$ cat src/design/pmff_pkg.sv
package pmff_pkg;

  // ----------------------------------------------------------------------
  // Register map
  // ----------------------------------------------------------------------
  localparam logic [11:0] ADDR_MSG_CFG2    = 12'h622;
  localparam logic [11:0] ADDR_DOMAIN_VER  = 12'h624;
  localparam logic [11:0] ADDR_STATUS      = 12'h630;

  localparam logic [15:0] RST_MSG_CFG2     = 16'h0404;
  localparam logic [15:0] WMASK_MSG_CFG2   = 16'h1fb7;
  localparam logic [15:0] RST_DOMAIN_VER   = 16'h0200;
  localparam logic [15:0] WMASK_DOMAIN_VER = 16'h0fff;

  // ----------------------------------------------------------------------
  // Field positions of the configuration register
  // ----------------------------------------------------------------------
  localparam int BIT_UNICAST_EN  = 12;
  localparam int BIT_ALT_MASTER  = 11;
  localparam int BIT_ALL_HI_PRIO = 10;
  localparam int BIT_SYNC_ASSOC  = 9;
  localparam int BIT_DLY_ASSOC   = 8;
  localparam int BIT_PDLY_ASSOC  = 7;
  localparam int BIT_DOMAIN_EN   = 4;
  localparam int BIT_CSUM_REGEN  = 2;
  localparam int BIT_ANN_PORT1   = 1;
  localparam int BIT_ANN_PORT2   = 0;
  localparam int DOMAIN_MSB      = 7;

  // ----------------------------------------------------------------------
  // Ports, UDP ports and message types
  // ----------------------------------------------------------------------
  localparam logic [1:0]  PORT_LINE1 = 2'h1;
  localparam logic [1:0]  PORT_LINE2 = 2'h2;
  localparam logic [1:0]  PORT_HOST  = 2'h3;
  localparam logic [2:0]  FWD_LINE1  = 3'h1;
  localparam logic [2:0]  FWD_LINE2  = 3'h2;
  localparam logic [2:0]  FWD_HOST   = 3'h4;
  localparam logic [2:0]  FWD_NONE   = 3'h0;

  localparam logic [15:0] UDP_EVENT_PORT   = 16'h013f;
  localparam logic [15:0] UDP_GENERAL_PORT = 16'h0140;

  localparam logic [3:0] MT_SYNC        = 4'h0;
  localparam logic [3:0] MT_DELAY_REQ   = 4'h1;
  localparam logic [3:0] MT_PDELAY_REQ  = 4'h2;
  localparam logic [3:0] MT_PDELAY_RESP = 4'h3;
  localparam logic [3:0] MT_FOLLOW_UP   = 4'h8;
  localparam logic [3:0] MT_DELAY_RESP  = 4'h9;
  localparam logic [3:0] MT_PDELAY_RFU  = 4'ha;

  localparam int SRC_ID_W = 80;
  localparam int SEQ_W    = 16;

endpackage

$ cat src/design/pmff_assoc_slot.sv
`timescale 1ns/10ps
// ------------------------------------------------------------------------
// One remembered Sync or request identity and its comparison
// ------------------------------------------------------------------------
module pmff_assoc_slot (
  input  wire logic                            ref_clk,
  input  wire logic                            rst_b,
  input  wire logic                            store,
  input  wire logic [7:0]                      st_domain,
  input  wire logic [pmff_pkg::SEQ_W-1:0]      st_seq,
  input  wire logic [pmff_pkg::SRC_ID_W-1:0]   st_src,
  input  wire logic [7:0]                      q_domain,
  input  wire logic [pmff_pkg::SEQ_W-1:0]      q_seq,
  input  wire logic [pmff_pkg::SRC_ID_W-1:0]   q_src,
  output logic                                 held,
  output logic                                 match
);
  import pmff_pkg::*;

  logic                  held_ff;
  logic [7:0]            domain_ff;
  logic [SEQ_W-1:0]      seq_ff;
  logic [SRC_ID_W-1:0]   src_ff;

  always_ff @(posedge ref_clk or negedge rst_b) begin
    if (!rst_b) begin
      held_ff   <= 1'b0;
      domain_ff <= 8'h00;
      seq_ff    <= '0;
      src_ff    <= '0;
    end else if (store) begin
      held_ff   <= 1'b1;
      domain_ff <= st_domain;
      seq_ff    <= st_seq;
      src_ff    <= st_src;
    end
  end

  // An empty slot never matches, so a stray response is never taken for a reply
  assign held  = held_ff;
  assign match = held_ff && (domain_ff == q_domain) && (seq_ff == q_seq) && (src_ff == q_src);

endmodule // pmff_assoc_slot

$ cat src/design/pmff_filter.sv
`timescale 1ns/10ps
// How it works
// - Unicast 319/320 frames follow table lookup
// - Unicast bit clear: only multicast is PTP
// - Alternate master: Sync, Follow_Up, Delay_Req/Resp from master cross line ports
// - No alternate master: Sync never crosses
// - No alternate master: Delay_Req host drop/cross
// - Priority queue: all PTP or events only
// - Follow_Up to host needs matching Sync
// - Delay_Resp matches Delay_Req: host else line
// - Pdelay responses to host need matching request
// - Domain check: match to host, else drop
// - Domain check off: default forwarding
// - IPv4 checksum regenerated or zeroed
// - Zero IPv4 checksum stays zero
// - IPv6 checksum always updated
// - Announce direction flags are host writable
// - Domain value from domain register low byte
module pmff_filter (
  input  wire logic                            ref_clk,
  input  wire logic                            rst_b,
  input  wire logic [11:0]                     reg_addr,
  input  wire logic [15:0]                     reg_wdata,
  input  wire logic                            reg_wr,
  input  wire logic                            reg_rd,
  output logic      [15:0]                     reg_rdata,
  input  wire logic                            desc_valid,
  input  wire logic [1:0]                      desc_port,
  input  wire logic                            desc_rsvd_addr,
  input  wire logic                            desc_is_udp,
  input  wire logic                            desc_is_ipv6,
  input  wire logic [15:0]                     desc_udp_dport,
  input  wire logic [3:0]                      desc_msg_type,
  input  wire logic [7:0]                      desc_domain,
  input  wire logic [pmff_pkg::SEQ_W-1:0]      desc_seq,
  input  wire logic [pmff_pkg::SRC_ID_W-1:0]   desc_src,
  input  wire logic [2:0]                      desc_lookup,
  input  wire logic                            desc_modified,
  input  wire logic [15:0]                     desc_csum_in,
  input  wire logic [15:0]                     desc_csum_calc,
  output logic                                 dec_valid,
  output logic      [2:0]                      dec_fwd,
  output logic                                 dec_is_ptp,
  output logic                                 dec_hi_prio,
  output logic                                 dec_csum_wr,
  output logic      [15:0]                     dec_csum
);
  import pmff_pkg::*;

  // ----------------------------------------------------------------------
  // Registers
  // ----------------------------------------------------------------------
  logic [15:0] cfg_ff;
  logic [15:0] dom_ver_ff;
  logic [7:0]  drop_cnt_ff;
  logic [15:0] rdata_ff;
  logic [2:0]  held;

  always_ff @(posedge ref_clk or negedge rst_b) begin
    if (!rst_b) begin
      cfg_ff <= RST_MSG_CFG2;
    end else if (reg_wr && reg_addr == ADDR_MSG_CFG2) begin
      cfg_ff <= (reg_wdata & WMASK_MSG_CFG2) | (cfg_ff & ~WMASK_MSG_CFG2);
    end
  end

  always_ff @(posedge ref_clk or negedge rst_b) begin
    if (!rst_b) begin
      dom_ver_ff <= RST_DOMAIN_VER;
    end else if (reg_wr && reg_addr == ADDR_DOMAIN_VER) begin
      dom_ver_ff <= (reg_wdata & WMASK_DOMAIN_VER) | (dom_ver_ff & ~WMASK_DOMAIN_VER);
    end
  end

  // Unmapped addresses read zero
  always_ff @(posedge ref_clk or negedge rst_b) begin
    if (!rst_b) begin
      rdata_ff <= 16'h0000;
    end else if (reg_rd) begin
      case (reg_addr)
        ADDR_MSG_CFG2:   rdata_ff <= cfg_ff;
        ADDR_DOMAIN_VER: rdata_ff <= dom_ver_ff;
        ADDR_STATUS:     rdata_ff <= {drop_cnt_ff, 5'h00, held};
        default:         rdata_ff <= 16'h0000;
      endcase
    end else begin
      rdata_ff <= 16'h0000;
    end
  end
  assign reg_rdata = rdata_ff;

  // ----------------------------------------------------------------------
  // Frame classification
  // ----------------------------------------------------------------------
  logic       from_line;
  logic       from_master;
  logic       same_dom;
  logic       udp_ptp_port;
  logic       mcast_ptp;
  logic       ucast_ptp;
  logic       is_event;
  logic [2:0] other_line;
  logic [7:0] cfg_domain;

  assign cfg_domain   = dom_ver_ff[DOMAIN_MSB:0];
  assign from_line    = (desc_port == PORT_LINE1) || (desc_port == PORT_LINE2);
  assign other_line   = (desc_port == PORT_LINE1) ? FWD_LINE2 : FWD_LINE1;
  // An active master is taken to be the port whose Announce direction flag is set
  assign from_master  = (desc_port == PORT_LINE1 && cfg_ff[BIT_ANN_PORT1]) ||
                        (desc_port == PORT_LINE2 && cfg_ff[BIT_ANN_PORT2]);
  assign same_dom     = (desc_domain == cfg_domain);
  assign udp_ptp_port = desc_is_udp && (desc_udp_dport == UDP_EVENT_PORT || desc_udp_dport == UDP_GENERAL_PORT);
  assign mcast_ptp    = desc_rsvd_addr;
  assign ucast_ptp    = !desc_rsvd_addr && udp_ptp_port && cfg_ff[BIT_UNICAST_EN];

  always_comb begin
    case (desc_msg_type)
      MT_SYNC, MT_DELAY_REQ, MT_PDELAY_REQ, MT_PDELAY_RESP: is_event = 1'b1;
      default:                                             is_event = 1'b0;
    endcase
  end

  // ----------------------------------------------------------------------
  // Association slots: Sync seen toward host, requests sent by host
  // ----------------------------------------------------------------------
  logic       st_sync;
  logic       st_dreq;
  logic       st_preq;
  logic [2:0] hit;
  logic [2:0] st_vec;

  assign st_sync = desc_valid && mcast_ptp && from_line && desc_msg_type == MT_SYNC;
  assign st_dreq = desc_valid && mcast_ptp && desc_port == PORT_HOST && desc_msg_type == MT_DELAY_REQ;
  assign st_preq = desc_valid && mcast_ptp && desc_port == PORT_HOST && desc_msg_type == MT_PDELAY_REQ;
  assign st_vec  = {st_preq, st_dreq, st_sync};

  genvar gi;
  generate
    for (gi = 0; gi < 3; gi++) begin : g_slot
      pmff_assoc_slot u_slot (
        .ref_clk   (ref_clk),
        .rst_b     (rst_b),
        .store     (st_vec[gi]),
        .st_domain (desc_domain),
        .st_seq    (desc_seq),
        .st_src    (desc_src),
        .q_domain  (desc_domain),
        .q_seq     (desc_seq),
        .q_src     (desc_src),
        .held      (held[gi]),
        .match     (hit[gi])
      );
    end
  endgenerate

  // ----------------------------------------------------------------------
  // Forwarding decision
  // ----------------------------------------------------------------------
  logic [2:0] nxt_fwd;

  always_comb begin
    nxt_fwd = desc_lookup;
    if (mcast_ptp) begin
      if (!from_line) begin
        nxt_fwd = desc_lookup & (FWD_LINE1 | FWD_LINE2);
      end else begin
        nxt_fwd = FWD_HOST;
        case (desc_msg_type)
          MT_SYNC: begin
            if (cfg_ff[BIT_ALT_MASTER] && same_dom && from_master) begin
              nxt_fwd = nxt_fwd | other_line;
            end  // otherwise Sync stays off the other line port
          end
          MT_FOLLOW_UP: begin
            if (cfg_ff[BIT_ALT_MASTER] && same_dom && from_master) begin
              nxt_fwd = nxt_fwd | other_line;
            end
            if (cfg_ff[BIT_SYNC_ASSOC] && !hit[0]) begin
              nxt_fwd = nxt_fwd & ~FWD_HOST;
            end
          end
          MT_DELAY_REQ: begin
            if (cfg_ff[BIT_ALT_MASTER]) begin
              if (same_dom && from_master) begin
                nxt_fwd = nxt_fwd | other_line;
              end
            end else if (same_dom && from_master) begin
              nxt_fwd = FWD_NONE;
            end else if (!same_dom) begin
              nxt_fwd = other_line;
            end
          end
          MT_DELAY_RESP: begin
            if (cfg_ff[BIT_ALT_MASTER] && same_dom && from_master) begin
              nxt_fwd = nxt_fwd | other_line;
            end
            if (cfg_ff[BIT_DLY_ASSOC]) begin
              nxt_fwd = hit[1] ? FWD_HOST : other_line;
            end
          end
          MT_PDELAY_RESP, MT_PDELAY_RFU: begin
            if (cfg_ff[BIT_PDLY_ASSOC] && !hit[2]) begin
              nxt_fwd = nxt_fwd & ~FWD_HOST;
            end
          end
          default: begin
            nxt_fwd = FWD_HOST;
          end
        endcase
        if (cfg_ff[BIT_DOMAIN_EN] && !same_dom) begin
          nxt_fwd = FWD_NONE;
        end
      end
    end
  end

  // ----------------------------------------------------------------------
  // Checksum of egress UDP frames
  // ----------------------------------------------------------------------
  logic        nxt_csum_wr;
  logic [15:0] nxt_csum;

  always_comb begin
    nxt_csum_wr = 1'b0;
    nxt_csum    = 16'h0000;
    if (desc_is_udp && desc_modified) begin
      nxt_csum_wr = 1'b1;
      if (desc_is_ipv6) begin
        nxt_csum = desc_csum_calc;
      end else if (desc_csum_in == 16'h0000) begin
        nxt_csum = 16'h0000;
      end else if (cfg_ff[BIT_CSUM_REGEN]) begin
        nxt_csum = desc_csum_calc;
      end else begin
        nxt_csum = 16'h0000;
      end
    end
  end

  // ----------------------------------------------------------------------
  // Registered decision, one cycle after the descriptor
  // ----------------------------------------------------------------------
  logic        dec_valid_ff;
  logic [2:0]  dec_fwd_ff;
  logic        dec_ptp_ff;
  logic        dec_prio_ff;
  logic        dec_csum_wr_ff;
  logic [15:0] dec_csum_ff;

  always_ff @(posedge ref_clk or negedge rst_b) begin
    if (!rst_b) begin
      dec_valid_ff   <= 1'b0;
      dec_fwd_ff     <= FWD_NONE;
      dec_ptp_ff     <= 1'b0;
      dec_prio_ff    <= 1'b0;
      dec_csum_wr_ff <= 1'b0;
      dec_csum_ff    <= 16'h0000;
    end else begin
      dec_valid_ff   <= desc_valid;
      dec_fwd_ff     <= desc_valid ? nxt_fwd : FWD_NONE;
      dec_ptp_ff     <= desc_valid && (mcast_ptp || ucast_ptp);
      dec_prio_ff    <= desc_valid && (mcast_ptp || ucast_ptp) &&
                        (cfg_ff[BIT_ALL_HI_PRIO] || is_event);
      dec_csum_wr_ff <= desc_valid && nxt_csum_wr;
      dec_csum_ff    <= desc_valid ? nxt_csum : 16'h0000;
    end
  end

  // Saturates so a flood of drops cannot wrap back to a small value
  always_ff @(posedge ref_clk or negedge rst_b) begin
    if (!rst_b) begin
      drop_cnt_ff <= 8'h00;
    end else if (desc_valid && mcast_ptp && nxt_fwd == FWD_NONE && drop_cnt_ff != 8'hff) begin
      drop_cnt_ff <= drop_cnt_ff + 8'h01;
    end
  end

  assign dec_valid   = dec_valid_ff;
  assign dec_fwd     = dec_fwd_ff;
  assign dec_is_ptp  = dec_ptp_ff;
  assign dec_hi_prio = dec_prio_ff;
  assign dec_csum_wr = dec_csum_wr_ff;
  assign dec_csum    = dec_csum_ff;
endmodule // pmff_filter

$ cat config.mk
export PLATFORM = sky130hd
export DESIGN_NAME = pmff_filter
export DESIGN_NICKNAME = d
export VERILOG_FILES = /design/src/design/pmff_pkg.sv /design/src/design/pmff_assoc_slot.sv /design/src/design/pmff_filter.sv
export SDC_FILE = /design/constraint.sdc
export NUM_CORES = 1
export LEC_CHECK = 0
export ABC_AREA = 1
export BUFFER_PORTS_ARGS = -buffer_cell sky130_fd_sc_hd__buf_2
export CORE_MARGIN = 4
export CORE_UTILIZATION = 40
export DETAILED_ROUTE_END_ITERATION = 8
export PLACE_DENSITY_LB_ADDON = 0.12
export SYNTH_ARGS = -nofsm -noshare
export SYNTH_HDL_FRONTEND = slang
export SYNTH_SLANG_ARGS = --single-unit
$ cat constraint.sdc
create_clock -name ref_clk -period 2.3 [get_ports ref_clk]
set_input_delay 0.46 -clock ref_clk [delete_from_list [all_inputs] [get_ports ref_clk]]
set_output_delay 0.46 -clock ref_clk [all_outputs]
set_load 0.05 [all_outputs]
==> impl_metrics.yaml <==
run_status:
  status: "complete, but fails checks"
  failed_checks: "setup timing"
clock_tree:
  numCtsBuffers: 46
  clock_tree.root_cell: "sky130_fd_sc_hd__clkbuf_16"
  cts.path.max_buffers: 3
  worstSkewPairLatency_ns: 0.58
  sink_count: 385
  clk_pin_slew_ns: 0.06
  cts_tree: "done"
  cts-htree-levels: 2
global_route:
  track_usage_pct: 26.2
  grt.overflow.total: 0
  antenna_found_initial: 9
  pin_count_of_the_biggest_net_entering_global_routing: 81
  first_global_vias: 17943
  global_route_wire_length_before_repair_mm: 106
drt:
  avgViaCountPerCell: 4.86
  drt-pass1-iter-count: 6
  dr_total_vias: 18696
  detail_route.drc_violations: 0
  antenna_violating_nets_post_route: 0
  routedWlPerCell_um: 18.1
  drtIter0Drc: 1630
  detail_route.wirelength_mm: 69.8
floorplanning:
  floorplan.die.height_um: 230
  num_io_pins: 237
  core-area_um2: 48800
  die-width_um: 230
  std_cell_rows: 81
  fp.dieArea_um2: 52900
  initial_core_util_pct: 40.4
timing:
  fin_crit_ns: 2.38
  final_report_setup_violation_count: 9
  finalHoldViolCount: 0
  fin_setup_tns_ns: -0.530
  rsz0062_at_grt: "true"
  final.period_utilization_pct: 104
  max_slew.worst_pin.slew_ns: 0.507
  max-slew-margin-rel_pct: 66.1
  finalClockSkew_ns: 0.0157
  setup_ws_ns: -0.0833
  fmax_mhz: 420
  finalMaxSlewViolations: 0
setup_path:
  ff2ff_setup_slack_ns: -0.08
  crit_path_start_kind: "flop"
  crit_type: "flop to flop"
  crit_path_max_fanout: 8
  ff2ff_path_depth: 18
  worst_r2r_startpoint: "g_slot[1].u_slot.seq_ff[8]$_DFFE_PN0P_"
  cp_data_arrival_time_ns: 2.85
  worstPathRequired_ns: 2.77
  worstSetupEndpointType: "flop"
  reg2reg_to: "drop_cnt_ff[4]$_DFFE_PN0P_"
finish:
  final_net_count: 3348
  area_growth_pct: 29.0
  filler_cell_count: 4795
  final_core_area_utilization_pct: 52.1
  post_route_cells_drive_above_1_share_pct: 21.8
synthesis:
  yosys_warn_count: 0
  synth_top_area_cell: "sky130_fd_sc_hd__dfrtp_1"
  synth_top_cells_by_area: "sky130_fd_sc_hd__dfrtp_1, sky130_fd_sc_hd__nand2_1, sky130_fd_sc_hd__o21ai_0"
  syn_inst: 2686
  synth.top_cells.by_count: "sky130_fd_sc_hd__nand2_1, sky130_fd_sc_hd__dfrtp_1, sky130_fd_sc_hd__o21ai_0"
  synth.most_common_cell: "sky130_fd_sc_hd__nand2_1"
  syn_avg_cell_area_um2: 7.34
  async_reset_ff_share_pct: 100
  yosysTopAreaCellShare_pct: 48.5
  synth_nets: 2888
  synthFlopType: "sky130_fd_sc_hd__dfrtp_1"
  synth.distinct_cells: 44
  mappedNetlistArea_um2: 19700
  number_of_flops_mapped_to_enable_cells_by_yosys: 0
  synth-seq-area-share_pct: 48.9
  synth.ff_latch_count: 385
power:
  irDropWorstVdd_mv: 0.639
  power_density_nw_per_um2: 739
  leakage_nw: 13.1
  total_power_mw: 18.8
min_path:
  hold_path.class: "primary input to flop"
  min_path_cells: 1
  hp-start: "desc_valid"
  worstHoldEndpoint: "dec_valid$_DFF_PN0_"
place:
  place_hpwl_mm: 54.4
  rd_place_congestion: 0.945
  portBuffers: 233
flow_run:
  max_cap_violations: 0
## cells in the final DEF, fill, tap and decap left out, drive strengths merged, types with 29 or more instances in the layout
master  count
buf       486
clkbuf     69
dfrtp     382
inv       383
nand2    1051
nand3      29
nand4      37
nor2      176
o21ai     351
xnor2      90
## through the flow
step	instance area, um^2	std cells	setup slack, ns	hold slack (ns)
floorplan	19700	2686	0.304	0.164
global placement	23600	3759	-0.464	0.358
detailed placement	23600	3759	-0.466	0.361
CTS	25200	3842	-0.00649	0.0313
global route	25400	3844	-0.180	0.0428
finish	25400	3847	-0.0833	0.0666
## sequential cells by signal, summed over array words and instances, names as in the netlist
register	count
cfg_ff	11
dec_csum	16
dec_csum_wr	1
dec_fwd	3
dec_hi_prio	1
dec_is_ptp	1
dec_valid	1
dom_ver_ff	12
drop_cnt_ff	8
g_slot.u_slot.domain_ff	24
g_slot.u_slot.held	3
g_slot.u_slot.seq_ff	48
g_slot.u_slot.src_ff	240
reg_rdata	16
## cells by family (layout without fill, tap and decap cells)
| group | count (synthesis) | after routing | synth area share [%] |
|---|---|---|---|
| and+or+nand+nor | 1327 | 1327 | 26.7 |
| buffers and inverters | 467 | 960 | 8.91 |
| AOI/OAI and AO/OA | 386 | 386 | 9.94 |
| DFF | 385 | 385 | 48.9 |
| xor gates and xnor gates | 109 | 109 | 4.84 |
| muxes | 8 | 8 | 0.457 |
| adders and majority gates | 4 | 4 | 0.254 |
| other | 0 | 4 | 0 |
## what timing repair did
item | 4_1_cts | 5_1_grt
hold buffers | 1 | 0
hold endpoints to repair | 24 | 0
setup buffers | 1 | 1
endpoints found under the setup margin | 10 | 10
gates resized for setup | 29 | 47
pin swaps | 2 | 22
## layer usage
| metal | wire, um | up-vias | GRT usage (%) |
|---|---|---|---|
| li1 | - | 9164 | - |
| met1 | 30400 | 8865 | 37.1 |
| met2 | 31500 | 535 | 40.4 |
| met3 | 5380 | 122 | 5.65 |
| met4 | 2370 | 10 | 8.49 |
| met5 | 64 | - | 0 |
## cell type report
| cell class | instances | area (um^2) | share of cell area (%) |
|---|---|---|---|
| Clock inverter | 12 | 120 | 0.472 |
| Sequential cell | 385 | 9640 | 37.9 |
| Clock buffer | 69 | 1390 | 5.46 |
| Timing Repair Buffer | 487 | 3340 | 13.1 |
| Tap cell | 664 | 831 | 3.27 |
| Antenna cell | 4 | 10.0 | 0.0393 |
| Inverter | 392 | 1470 | 5.78 |
| Multi-Input combinational cell | 1834 | 8640 | 34.0 |
## worst max-delay path, cell delays in order, from the launching register on
cell                      delay, ns
sky130_fd_sc_hd__dfrtp_1       0.39
sky130_fd_sc_hd__xnor2_1       0.32
sky130_fd_sc_hd__nand2_1       0.17
sky130_fd_sc_hd__nor2_1        0.13
sky130_fd_sc_hd__nand2_1       0.06
sky130_fd_sc_hd__nor2_1        0.11
sky130_fd_sc_hd__nand2_1       0.05
sky130_fd_sc_hd__nor2_1        0.13
sky130_fd_sc_hd__nand2_2       0.11
sky130_fd_sc_hd__nand2_2       0.08
sky130_fd_sc_hd__nand2_1       0.05
sky130_fd_sc_hd__nand2_1       0.06
sky130_fd_sc_hd__nand2_2       0.07
sky130_fd_sc_hd__nand2_4       0.08
sky130_fd_sc_hd__nand2_4       0.06
sky130_fd_sc_hd__nor2_8        0.11
sky130_fd_sc_hd__nand3_4       0.14
sky130_fd_sc_hd__nand2_2       0.09
sky130_fd_sc_hd__nand2_1       0.06
## worst max-delay path by stage
stage / startpoint / cells after the start / slack, ns / end
after floorplan: desc_domain[4] / 19 / 0.30 / drop_cnt_ff[2]$_DFFE_PN0P_
after global placement: desc_domain[6] / 17 / -0.46 / drop_cnt_ff[0]$_DFFE_PN0P_
after detailed placement: desc_src[46] / 17 / -0.47 / drop_cnt_ff[5]$_DFFE_PN0P_
after CTS: g_slot[1].u_slot.seq_ff[2]$_DFFE_PN0P_ / 19 / -0.006 / drop_cnt_ff[5]$_DFFE_PN0P_
after global routing: g_slot[1].u_slot.seq_ff[2]$_DFFE_PN0P_ / 19 / -0.18 / drop_cnt_ff[1]$_DFFE_PN0P_
final: g_slot[1].u_slot.seq_ff[8]$_DFFE_PN0P_ / 18 / -0.08 / drop_cnt_ff[4]$_DFFE_PN0P_
## report_power, final
group          leakage (nW)  switching [mW]  total [mW]  internal (mW)
Clock                 0.748            2.97        7.35           4.37
Sequential             4.90           0.472        7.97           7.50
Combinational          7.49            2.13        3.48           1.35
Note: power is estimated with default switching activity, not from simulation.
